<file path="config.mk">
export PLATFORM = sky130hd
export DESIGN_NAME = calendar_timekeeper
export DESIGN_NICKNAME = d
export VERILOG_FILES = /design/src/include/rtc_pkg.sv /design/src/design/calendar_timekeeper.sv
export VERILOG_INCLUDE_DIRS = /design/src /design/src/include
export SDC_FILE = /design/constraint.sdc
export NUM_CORES = 1
export LEC_CHECK = 0
export BUFFER_PORTS_ARGS = -buffer_cell sky130_fd_sc_hd__buf_2
export CORE_MARGIN = 2
export CORE_UTILIZATION = 55
export CTS_BUF_LIST = sky130_fd_sc_hd__clkbuf_16
export CTS_CLUSTER_DIAMETER = 120
export DETAILED_ROUTE_END_ITERATION = 10
export MAX_ROUTING_LAYER = met4
export PLACE_DENSITY = 0.75
export SYNTH_ARGS = -nofsm -noshare
export SYNTH_HDL_FRONTEND = slang
export SYNTH_SLANG_ARGS = --single-unit
</file>
<file path="constraint.sdc">
create_clock -name aclk -period 6.1 [get_ports aclk]
set_clock_uncertainty 0.1 [all_clocks]
set_input_delay 0.61 -clock aclk [delete_from_list [all_inputs] [get_ports aclk]]
set_output_delay 0.61 -clock aclk [all_outputs]
set_load 0.1 [all_outputs]
</file>
<file path="src/include/rtc_defs.svh">
// Register offsets, field positions, reset values and counts of the time counter.
`ifndef RTC_DEFS_SVH
`define RTC_DEFS_SVH
`define ADDR_W 8
`define OFF_SEC 8'h00
`define OFF_MIN 8'h04
`define OFF_HOUR 8'h08
`define OFF_WDAY 8'h0C
`define OFF_DAY 8'h10
`define OFF_MON 8'h14
`define OFF_YEAR 8'h18
`define OFF_CTRL 8'h1C
`define OFF_STAT 8'h20
`define OFF_ALARM 8'h24
`define OFF_IRQ_ST 8'h28
`define OFF_IRQ_MASK 8'h2C
`define CTRL_UNLOCK 0
`define CTRL_RUN 1
`define CTRL_OE 2
`define CTRL_SEL 3
`define CTRL_ALM 4
`define CTRL_CAL_LSB 8
`define CTRL_MASK 32'h0000_FF1F
`define IRQ_SEC 0
`define IRQ_ALM 1
`define IRQ_REF 2
`define IRQ_W 3
`define MASK_SEC 8'h7F
`define MASK_MIN 8'h7F
`define MASK_HOUR 8'h3F
`define MASK_WDAY 8'h07
`define MASK_DAY 8'h3F
`define MASK_MON 8'h1F
`define MASK_ALARM 32'h003F_7F7F
`define RST_WDAY 8'h06
`define RST_DAY 8'h01
`define RST_MON 8'h01
`define RST_YEAR 8'h00
`define RST_CTRL 32'h0000_0002
`define FIRST_ZERO 8'h00
`define FIRST_ONE 8'h01
`define LAST_SEC 8'h59
`define LAST_MIN 8'h59
`define LAST_HOUR 8'h23
`define LAST_WDAY 8'h06
`define LAST_MON 8'h12
`define LAST_YEAR 8'h99
`define MON_FEB 8'h02
`define MON_APR 8'h04
`define MON_JUN 8'h06
`define MON_SEP 8'h09
`define MON_NOV 8'h11
`define DAYS_28 8'h28
`define DAYS_29 8'h29
`define DAYS_30 8'h30
`define DAYS_31 8'h31
`define BCD_NINE 4'h9
`define XTAL_HZ 32768
`define DIV_W 16
`define SEC_LAST 16'h7FFF
`define HALF_TICKS 16'h4000
`define RESP_OKAY 2'b00
`define RESP_SLVERR 2'b10
`endif

</file>
<file path="src/include/rtc_pkg.sv">
// Types shared by the time and calendar counter.
`include "rtc_defs.svh"
package rtc_pkg;
	typedef struct packed {
		logic awvalid;
		logic [`ADDR_W-1:0] awaddr;
		logic wvalid;
		logic [31:0] wdata;
		logic [3:0] wstrb;
		logic bready;
		logic arvalid;
		logic [`ADDR_W-1:0] araddr;
		logic rready;
	} axil_req_t;
	typedef struct packed {
		logic awready;
		logic wready;
		logic bvalid;
		logic [1:0] bresp;
		logic arready;
		logic rvalid;
		logic [31:0] rdata;
		logic [1:0] rresp;
	} axil_rsp_t;
	typedef struct packed {
		logic [7:0] sec;
		logic [7:0] min;
		logic [7:0] hour;
		logic [7:0] wday;
		logic [7:0] day;
		logic [7:0] mon;
		logic [7:0] year;
	} time_t;
	typedef struct packed {
		axil_rsp_t rsp;
		logic aw_held;
		logic [`ADDR_W-1:0] aw_addr;
		logic w_held;
		logic [31:0] w_data;
		logic [3:0] w_strb;
		time_t tm;
		logic [`DIV_W-1:0] div;
		logic xtal_prev;
		logic cal_pending;
		logic [31:0] ctrl;
		logic [31:0] alarm;
		logic [`IRQ_W-1:0] irq_st;
		logic [`IRQ_W-1:0] irq_mask;
		logic alarm_on;
		logic pin;
		logic pin_oe;
		logic irq;
	} state_t;
endpackage

</file>
<file path="src/design/calendar_timekeeper.sv">
// BCD time of day and calendar counter with alarm, calibration and AXI4-Lite registers.
//
// Contract
// - Hours count in a 24-hour scheme from 00 to 23 with no AM/PM flag.
// - The counter spans 2000-01-01 00:00:00 to 2099-12-31 23:59:59 with a two-digit year.
// - Leap years are found automatically and give February 29 days, other years 28.
// - Time fields advance once a second and software can see which half second runs.
// - Weekday, day, month and year advance together with the time of day.
// - The hour register holds tens 0-2 in bits 5-4, ones 0-9 in bits 3-0, top bits zero.
// - The minute register holds tens 0-5 in bits 6-4, ones in bits 3-0, bit 7 zero.
// - The second register holds tens 0-5 in bits 6-4 and ones 0-9 in bits 3-0.
// - A write to the hour register takes effect only while the write-unlock bit is one.
// - An alarm is configurable and the pin shows an alarm pulse or a seconds clock.
// - A software calibration adjusts timekeeping by up to about 2.8 s a month either way.
// - The one-second base is counted from the external 32.768 kHz crystal clock.
//
// The implementer's own choices: register access over AXI4-Lite and the register addresses.
`timescale 1ns/1ps
`default_nettype none
`include "rtc_defs.svh"
module calendar_timekeeper #(
	parameter int XTAL_HZ = `XTAL_HZ
) (
	// Clock, reset and clock enable.
	input wire logic aclk,
	input wire logic aresetn,
	input wire logic clk_en,
	// Register bus.
	input wire rtc_pkg::axil_req_t axil_req,
	output var rtc_pkg::axil_rsp_t axil_rsp,
	// Crystal clock sampled as a level.
	input wire logic xtal_in,
	// Alarm or seconds clock pin.
	output logic pin_out,
	output logic pin_oe,
	// Interrupt.
	output logic irq
);
	localparam logic [`DIV_W-1:0] SEC_LAST = `DIV_W'(XTAL_HZ - 1);
	localparam logic [`DIV_W-1:0] HALF_TICKS = `DIV_W'(XTAL_HZ / 2);

	function automatic rtc_pkg::state_t reset_state();
		rtc_pkg::state_t r;
		r = '0;
		r.rsp.awready = 1'b1;
		r.rsp.wready = 1'b1;
		r.rsp.arready = 1'b1;
		r.tm.wday = `RST_WDAY;
		r.tm.day = `RST_DAY;
		r.tm.mon = `RST_MON;
		r.tm.year = `RST_YEAR;
		r.ctrl = `RST_CTRL;
		return r;
	endfunction

	localparam rtc_pkg::state_t RESET_STATE = reset_state();

	function automatic logic [7:0] bcd_next(input logic [7:0] v,
		input logic [7:0] last, input logic [7:0] first);
		if (v == last) begin
			return first;
		end
		if (v[3:0] == `BCD_NINE) begin
			return {v[7:4] + 4'h1, 4'h0};
		end
		return v + 8'h01;
	endfunction

	function automatic logic is_leap(input logic [7:0] y);
		logic [1:0] rem;
		rem = 2'({y[4], 1'b0} + {1'b0, y[1:0]});
		return rem == 2'h0;
	endfunction

	function automatic logic [7:0] last_day(input logic [7:0] mon,
		input logic [7:0] year);
		logic [7:0] d;
		d = `DAYS_31;
		if (mon == `MON_FEB) begin
			d = is_leap(year) ? `DAYS_29 : `DAYS_28;
		end else if (mon == `MON_APR || mon == `MON_JUN ||
			mon == `MON_SEP || mon == `MON_NOV) begin
			d = `DAYS_30;
		end
		return d;
	endfunction

	function automatic logic [31:0] merge(input logic [31:0] old,
		input logic [31:0] nw, input logic [3:0] strb);
		logic [31:0] r;
		r = old;
		for (int i = 0; i < 4; i++) begin
			if (strb[i]) begin
				r[i*8 +: 8] = nw[i*8 +: 8];
			end
		end
		return r;
	endfunction

	function automatic logic [`ADDR_W-1:0] word_addr(
		input logic [`ADDR_W-1:0] a);
		return {a[`ADDR_W-1:2], 2'b00};
	endfunction

	rtc_pkg::state_t s_q;
	rtc_pkg::state_t s_d;

	always_comb begin
		logic xtal_rise;
		logic sec_tick;
		logic wrap_s;
		logic wrap_m;
		logic wrap_h;
		logic wrap_d;
		logic wrap_mo;
		logic alarm_hit;
		logic refused;
		logic [`IRQ_W-1:0] ev;
		logic [`IRQ_W-1:0] clr;
		logic [`DIV_W-1:0] term;
		logic [7:0] cal;
		logic [31:0] wd;
		logic [31:0] rd;
		logic wr_ok;
		logic rd_ok;
		s_d = s_q;
		xtal_rise = 1'b0;
		wrap_s = 1'b0;
		wrap_m = 1'b0;
		wrap_h = 1'b0;
		wrap_d = 1'b0;
		wrap_mo = 1'b0;
		alarm_hit = 1'b0;
		ev = '0;
		term = '0;
		sec_tick = 1'b0;
		refused = 1'b0;
		clr = '0;
		wd = '0;
		rd = '0;
		wr_ok = 1'b1;
		rd_ok = 1'b1;
		cal = s_q.ctrl[`CTRL_CAL_LSB +: 8];
		s_d.xtal_prev = xtal_in;
		xtal_rise = xtal_in & ~s_q.xtal_prev;
		// Once an hour one second is lengthened or shortened by cal ticks.
		term = SEC_LAST;
		if (s_q.cal_pending) begin
			term = SEC_LAST - {{(`DIV_W-8){cal[7]}}, cal};
		end
		if (s_q.ctrl[`CTRL_RUN] && xtal_rise) begin
			if (s_q.div >= term) begin
				s_d.div = '0;
				sec_tick = 1'b1;
			end else begin
				s_d.div = s_q.div + `DIV_W'(1);
			end
		end
		wrap_s = s_q.tm.sec == `LAST_SEC;
		wrap_m = wrap_s && s_q.tm.min == `LAST_MIN;
		wrap_h = wrap_m && s_q.tm.hour == `LAST_HOUR;
		wrap_d = wrap_h && s_q.tm.day == last_day(s_q.tm.mon, s_q.tm.year);
		wrap_mo = wrap_d && s_q.tm.mon == `LAST_MON;
		if (sec_tick) begin
			s_d.cal_pending = wrap_m;
			s_d.tm.sec = bcd_next(s_q.tm.sec, `LAST_SEC, `FIRST_ZERO);
			if (wrap_s) begin
				s_d.tm.min = bcd_next(s_q.tm.min, `LAST_MIN, `FIRST_ZERO);
			end
			if (wrap_m) begin
				s_d.tm.hour = bcd_next(s_q.tm.hour, `LAST_HOUR, `FIRST_ZERO);
			end
			if (wrap_h) begin
				s_d.tm.wday = bcd_next(s_q.tm.wday, `LAST_WDAY, `FIRST_ZERO);
				s_d.tm.day = bcd_next(s_q.tm.day,
					last_day(s_q.tm.mon, s_q.tm.year), `FIRST_ONE);
			end
			if (wrap_d) begin
				s_d.tm.mon = bcd_next(s_q.tm.mon, `LAST_MON, `FIRST_ONE);
			end
			if (wrap_mo) begin
				s_d.tm.year = bcd_next(s_q.tm.year, `LAST_YEAR, `FIRST_ZERO);
			end
		end
		// Alarm compares the new time in hour, minute and second.
		alarm_hit = sec_tick && s_q.ctrl[`CTRL_ALM] &&
			{8'h00, s_d.tm.hour, s_d.tm.min, s_d.tm.sec} ==
			(s_q.alarm & `MASK_ALARM);
		if (sec_tick) begin
			s_d.alarm_on = alarm_hit;
		end
		s_d.pin = s_q.ctrl[`CTRL_SEL] ? (s_q.div < HALF_TICKS) :
			s_q.alarm_on;
		s_d.pin_oe = s_q.ctrl[`CTRL_OE];
		// Write address and data are taken in either order.
		if (axil_req.awvalid && s_q.rsp.awready) begin
			s_d.aw_held = 1'b1;
			s_d.aw_addr = axil_req.awaddr;
			s_d.rsp.awready = 1'b0;
		end
		if (axil_req.wvalid && s_q.rsp.wready) begin
			s_d.w_held = 1'b1;
			s_d.w_data = axil_req.wdata;
			s_d.w_strb = axil_req.wstrb;
			s_d.rsp.wready = 1'b0;
		end
		if (s_q.aw_held && s_q.w_held && !s_q.rsp.bvalid) begin
			s_d.aw_held = 1'b0;
			s_d.w_held = 1'b0;
			s_d.rsp.bvalid = 1'b1;
			wd = merge(32'h0, s_q.w_data, s_q.w_strb);
			unique case (word_addr(s_q.aw_addr))
				`OFF_SEC, `OFF_MIN, `OFF_HOUR, `OFF_WDAY,
				`OFF_DAY, `OFF_MON, `OFF_YEAR: begin
					if (!s_q.ctrl[`CTRL_UNLOCK]) begin
						refused = 1'b1;
					end else if (s_q.w_strb[0]) begin
						unique case (word_addr(s_q.aw_addr))
							`OFF_SEC: begin
								s_d.tm.sec = wd[7:0] & `MASK_SEC;
								s_d.div = '0;
							end
							`OFF_MIN: begin
								s_d.tm.min = wd[7:0] & `MASK_MIN;
							end
							`OFF_HOUR: begin
								s_d.tm.hour = wd[7:0] & `MASK_HOUR;
							end
							`OFF_WDAY: begin
								s_d.tm.wday = wd[7:0] & `MASK_WDAY;
							end
							`OFF_DAY: begin
								s_d.tm.day = wd[7:0] & `MASK_DAY;
							end
							`OFF_MON: begin
								s_d.tm.mon = wd[7:0] & `MASK_MON;
							end
							default: begin
								s_d.tm.year = wd[7:0];
							end
						endcase
					end
				end
				`OFF_CTRL: begin
					s_d.ctrl = merge(s_q.ctrl, s_q.w_data, s_q.w_strb) &
						`CTRL_MASK;
				end
				`OFF_ALARM: begin
					s_d.alarm = merge(s_q.alarm, s_q.w_data, s_q.w_strb) &
						`MASK_ALARM;
				end
				`OFF_IRQ_ST: begin
					clr = wd[`IRQ_W-1:0];
				end
				`OFF_IRQ_MASK: begin
					s_d.irq_mask = wd[`IRQ_W-1:0];
				end
				`OFF_STAT: begin
				end
				default: begin
					wr_ok = 1'b0;
				end
			endcase
			s_d.rsp.bresp = wr_ok ? `RESP_OKAY : `RESP_SLVERR;
		end
		if (s_q.rsp.bvalid && axil_req.bready) begin
			s_d.rsp.bvalid = 1'b0;
			s_d.rsp.awready = 1'b1;
			s_d.rsp.wready = 1'b1;
		end
		// Reads answer from the state of the cycle the address is taken.
		if (axil_req.arvalid && s_q.rsp.arready) begin
			unique case (word_addr(axil_req.araddr))
				`OFF_SEC: rd = {24'h0, s_q.tm.sec};
				`OFF_MIN: rd = {24'h0, s_q.tm.min};
				`OFF_HOUR: rd = {24'h0, s_q.tm.hour};
				`OFF_WDAY: rd = {24'h0, s_q.tm.wday};
				`OFF_DAY: rd = {24'h0, s_q.tm.day};
				`OFF_MON: rd = {24'h0, s_q.tm.mon};
				`OFF_YEAR: rd = {24'h0, s_q.tm.year};
				`OFF_CTRL: rd = s_q.ctrl;
				`OFF_STAT: rd = {31'h0, s_q.div >= HALF_TICKS};
				`OFF_ALARM: rd = s_q.alarm;
				`OFF_IRQ_ST: rd = {{(32-`IRQ_W){1'b0}}, s_q.irq_st};
				`OFF_IRQ_MASK: rd = {{(32-`IRQ_W){1'b0}}, s_q.irq_mask};
				default: rd_ok = 1'b0;
			endcase
			s_d.rsp.arready = 1'b0;
			s_d.rsp.rvalid = 1'b1;
			s_d.rsp.rdata = rd;
			s_d.rsp.rresp = rd_ok ? `RESP_OKAY : `RESP_SLVERR;
		end
		if (s_q.rsp.rvalid && axil_req.rready) begin
			s_d.rsp.rvalid = 1'b0;
			s_d.rsp.arready = 1'b1;
		end
		// A new event wins over a clear in the same cycle.
		ev = '0;
		ev[`IRQ_SEC] = sec_tick;
		ev[`IRQ_ALM] = alarm_hit;
		ev[`IRQ_REF] = refused;
		s_d.irq_st = (s_q.irq_st & ~clr) | ev;
		s_d.irq = |(s_d.irq_st & s_d.irq_mask);
	end

	always_ff @(posedge aclk) begin
		if (!aresetn) begin
			s_q <= RESET_STATE;
		end else if (clk_en) begin
			s_q <= s_d;
		end
	end

	assign axil_rsp = s_q.rsp;
	assign pin_out = s_q.pin;
	assign pin_oe = s_q.pin_oe;
	assign irq = s_q.irq;
endmodule
`default_nettype wire

</file>
======== After elaboration in Yosys (flattened, before gate mapping) ========
Cells that the tools add are included.
storage, ports and cells
  latch bits .............................. 0
  logic and storage cells ................. 280
  memories kept ........................... 0
  memory bits (writable) .................. 0
  output and inout port bits .............. 44
  bits in read-only memories .............. 0
  bits of input ports ..................... 61
  flip-flop bits (word level) ............. 204
operators by class
  $mul .................................... 0
  shifts and indexed selects .............. 0
  magnitude comparators ................... 3
  mux-type cells .......................... 129
  bitwise gates (word level) .............. 6
  equal/unequal tests ..................... 43
  div/mod/pow operators ................... 0
  reduce and logical (&&, ||, !) cells .... 48
  add/sub/neg operators ................... 17
operators by type and width
  operator               number
  $mux 8                 42
  $mux 72                4
  $pmux 22 s12           1
  $mux 16                5
  $mux 1                 63
  $add 8x1->8 const B    7
  $mux 56                1
  $eq 6x3->1 const B     8
  $eq 6x4->1 const B     8
  $mux 37                1
  $mux 36                1
  $add 4x1->4 const B    7
  $eq 4x4->1 const B     7
  $eq 24x22->1           1
  $eq 6x2->1 const B     4
  $eq 8x3->1 const B     3
  $reduce_or 12->1       2
  $reduce_and 2->1       11
  $reduce_and 4->1       5
  $mux 3                 6
  $add 16x1->16 const B  1
  $eq 8x5->1 const B     2
  $eq 8x7->1 const B     2
  $eq 8x8->1             2
  other kinds (27)       52

======== Logic depth before layout (Yosys ltp) ========
  depth in word-level cells ............... 24
  mapped depth ............................ 14
  mapped depth without buffers ............ 12

======== Least setup slack after synthesis ========
No wires, ideal clock.
  path kind ............................... reg-to-reg
  from .................................... register s_q[74] (netlist name)
  to ...................................... register s_q[8] (netlist name)
  clock period less this slack ............ 3175 ps
  stages on the path, launching flop included .. 13
  required time ........................... 5938 ps
  setup time .............................. 62 ps
  setup slack ............................. 2925 ps
  buffers on the path ..................... 0
  data arrival time ....................... 3013 ps
  cell sequence ........................... dfxtp_1 -> nand2_1 -> ha_1 -> nand2b_1 -> a2111oi_0 -> nor4b_2 -> o211a_1 -> nor2_1 -> nor3_1 -> or3_1 -> a2111oi_1 -> nand4_1 -> nand2_1
on the way
  longest elaborated chain between the ends .. 8
  elaborated cells on any way between the ends .. 9
  classes of those cells .................. order compare: 1; eq/ne: 1; mux: 4; bitwise: 1; reduce/logical: 2
RTL lines
  element                 RTL line                    source
  from (decl)             calendar_timekeeper.sv:105  rtc_pkg::state_t s_q;
  from (signal assigned)  calendar_timekeeper.sv:308  s_q <= RESET_STATE;
  from (signal assigned)  calendar_timekeeper.sv:310  s_q <= s_d;
  $mux 16 (*)             calendar_timekeeper.sv:148  if (s_q.cal_pending) begin
  $ge 16x16->1 (*)        calendar_timekeeper.sv:152  if (s_q.div >= term) begin
  $mux 1 (*)              calendar_timekeeper.sv:152
  $mux 1 (*)              calendar_timekeeper.sv:151  if (s_q.ctrl[`CTRL_RUN] && xtal_rise) begin
  $mux 56                 calendar_timekeeper.sv:164  if (sec_tick) begin
  $eq 24x22->1            calendar_timekeeper.sv:187  {8'h00, s_d.tm.hour, s_d.tm.min, s_d.tm.sec} ==
  $logic_and 1x1->1 (*)   calendar_timekeeper.sv:186  alarm_hit = sec_tick && s_q.ctrl[`CTRL_ALM] &&
  $or 3x3->3 (*)          calendar_timekeeper.sv:302  s_d.irq_st = (s_q.irq_st & ~clr) | ev;
Mark *: on every way between the ends. The rest lies on a longest branch, timed or not.
A chain may end at the register's enable or synchronous reset.

======== Worst setup path in the final report ========
  from .................................... register s_q[140] (netlist name)
  to ...................................... register s_q[8] (netlist name)
on the way
  longest elaborated chain between the ends .. 10
  elaborated cells on any way between the ends .. 18
  classes of those cells .................. add/sub: 1; eq/ne: 3; mux: 11; bitwise: 1; reduce/logical: 2
RTL lines
  element                                                              RTL line
  parallel branches: the longest is 6 deep, another holds $add 8x1->8  --
  $mux 56 (*)                                                          calendar_timekeeper.sv:164
  $eq 24x22->1 (*)                                                     calendar_timekeeper.sv:187
  $logic_and 1x1->1 (*)                                                calendar_timekeeper.sv:186
  $or 3x3->3 (*)                                                       calendar_timekeeper.sv:302
Mark *: on every way between the ends. The select of a mux whose other input is x is not followed.

==> metrics.txt <==
Synth-to-Final Area Change 6.23%; Root Driver clkbuf_16; fmax 243 MHz; Worst Hold Path EP s_q[163]$_SDFFE_PN0P_; postcts setup bufs 0; CP Capture Type register; Die Height about 150 um; FILL cells 1,890; Hold Crit Class primary input to register; initial antenna violation count 0; Slew @ Worst Pin between 1 and 1.5 ns; top area cells in the synthesized netlist dfxtp_1 31%, nand2_1 6.8%, a21oi_1 5.9%; DIE AREA 22,000 um^2; Max H-tree Level 4; synthesized instance count 1,502; Routed WL per cell about 19 um; Seq/Total Area, Yosys 31.2%; r2r startpoint s_q[140]$_SDFFE_PN0P_; DRC viols 0; GP Congestion 0.969; placed cells 1,721; Hold Crit Start axil_req[26]; reg2reg end s_q[8]$_SDFFE_PN0P_; Die X 148 um; first-pass GRT wire length between 50 and 60 mm; PortBufs 77; share of the synthesized area in the top cell type around 31%; final setup fails 0; CTS Sinks 179; period utilisation layout 67.4%; number of failing hold endpoints at the final stage 0; Data arrival, critical path 4.36 ns; R2R cell count 11; Yosys cell types 94; largest net degree at the start of global routing 96; drt first pass iters 6; pre-CTS setup slack between 2 and 2.5 ns; vias about 11,000; Initial Utilization a little under three fifths; Final ANT Viol Nets 0; Max VDD drop roughly 0.21 mV; YS warnings 0; clock latency on the worst-skew pair about 0.46 ns; status completed; Mapped Avg Cell Area roughly 7.6 um^2; Max-Cap Viols 0; Req. time, crit path between 6 and 7 ns; TritonCTS Buffers 17; Yosys top cell by area dfxtp_1; I/O pins about 110; Post-DP HPWL 23.6 mm; Reg clk slew, reported paths approximately 0.090 ns; mapped cell area 11,500 um^2; CTS tree yes; cts-stage hold buffer count 0; P per Cell Area 212 nW/um^2; crit path kind register to register; R2R setup slack just under 2 ns; overall power 2580 uW; synthesized flop and latch total 179; worst-path fanout max 9; Final nets roughly 1,600; Site Rows 52; GRT Total Usage a little under a third; most common cell in the netlist nand2_1; unrepaired setup endpoints after global routing no; Bufs on Longest Clock Path 2; Most used DFF post-synth dfxtp_1; type of origin of the critical path register; Core Box Area 20,400 um^2; Max-slew headroom 23.6%; First DRT Iteration DRCs ~1,200; total grt overflow 0; Setup TNS 0 ns; ant diodes 0; layout cells sized above 1 11.1%; EDFF count, synth 0; Post-synth ARST share 0%; hold path depth 3; Pleak 0.00473 uW; Gates resized, CTS repair 0; Max Slew Vio Count 0; Non-Filler Instances 1,753; post-layout minimum cycle time 4.11 ns; setup ws final 1.99 ns; vias in the first global route 10,200; drt via density around 6.3; WL final 33.9 mm; Commonest cells post-synth 207 x nand2_1, 179 x dfxtp_1, 162 x nor2_1, 136 x a21oi_1, 84 x o21ai_0
## layer usage
layer	up-vias	track usage (%)	part of all wire, %
met2	499	48.3	45
met3	89	5.28	8.5
met5	-	-	0
li1	5280	-	-
met4	0	13.7	3.7
met1	5249	42.1	43
## layout by cell type (no fill, tap or decap), types with 7 or more instances in the layout
master,count
nand3b_1,10
clkinv_8,7
mux4_2,9
nor2_1,162
mux2i_1,58
a211oi_1,11
and3_1,20
o211ai_1,26
buf_2,76
nor3_1,29
nand2_1,207
nor4_1,12
or3_1,11
inv_1,27
clkbuf_16,17
ha_1,31
a22oi_1,36
buf_4,8
nand4_1,15
conb_1,12
a21oi_1,136
dfxtp_1,179
o21ai_1,8
o21ai_0,84
nand2b_1,15
a31oi_1,11
xnor2_1,20
nand3_1,55
and2_1,16
nor2b_1,19
## worst max-delay path: stages, from the launching register on
cell       delay [ns]
dfxtp_1          0.56
ha_1             0.31
nand3b_1         0.27
nor2_1           0.73
nand2_1          0.27
o41ai_1          0.75
a2111oi_0        0.15
and4_1           0.26
o2111ai_1        0.10
and4bb_1         0.28
nand4_1          0.17
nand2_1          0.07
## sequential cells by signal, summed over array words and instances, names as in the netlist
name,cells
pin_oe,1
pin_out,1
s_d,1
irq,1
s_q,146
axil_rsp,29
## metrics by stage
| step | util, % | instance area [um^2] | hold WS (ns) |
|---|---|---|---|
| 2_1_floorplan | - | 11500 | 0.333 |
| 4_1_cts | 59.8 | 12200 | 0.269 |
| 3_5_place_dp | 56.7 | 11500 | 0.348 |
| 5_1_grt | 59.8 | 12200 | 0.278 |
| 6_report | 59.8 | 12200 | 0.276 |
| 3_3_place_gp | 56.7 | 11500 | 0.342 |
## area by class of cell
cell class                 count  area [um^2]  area share, %
clock buffer                  17          425           3.49
clock inverter                15          219           1.80
inverter                      29          111          0.914
multi-input combinational   1159         7070           58.0
sequential                   179         3580           29.4
tap                          270          338           2.77
timing repair buffer          84          440           3.61
## power breakdown
part           switching (uW)  internal (uW)  leakage (uW)
Clock                     598            574      0.000308
Sequential               28.9           1180       0.00145
Combinational             153           46.6       0.00297
Total                     779           1810       0.00473
## how the worst max path moves through the flow
stage,from,endpoint
after floorplan,s_q[74]$_SDFFE_PN0P_,s_q[8]$_SDFFE_PN0P_
after global placement,s_q[74]$_SDFFE_PN0P_,s_q[8]$_SDFFE_PN0P_
after detailed placement,s_q[74]$_SDFFE_PN0P_,s_q[8]$_SDFFE_PN0P_
after CTS,s_q[74]$_SDFFE_PN0P_,s_q[8]$_SDFFE_PN0P_
after global routing,s_q[74]$_SDFFE_PN0P_,s_q[8]$_SDFFE_PN0P_
final,s_q[140]$_SDFFE_PN0P_,s_q[8]$_SDFFE_PN0P_
## cells by family (layout without fill, tap and decap cells)
group,count (synthesis),count (layout),synth area share [%]
adders and majority gates,31,31,3.38
DFF,179,179,31.2
buffers and inverters,175,145,7.50
AOI/OAI and AO/OA,398,398,22.3
and+or+nand+nor,620,620,26.2
muxes,73,73,7.42
other,1,12,0.0327
xor gates and xnor gates,25,25,1.91
Note: power is estimated with default switching activity, not from simulation.
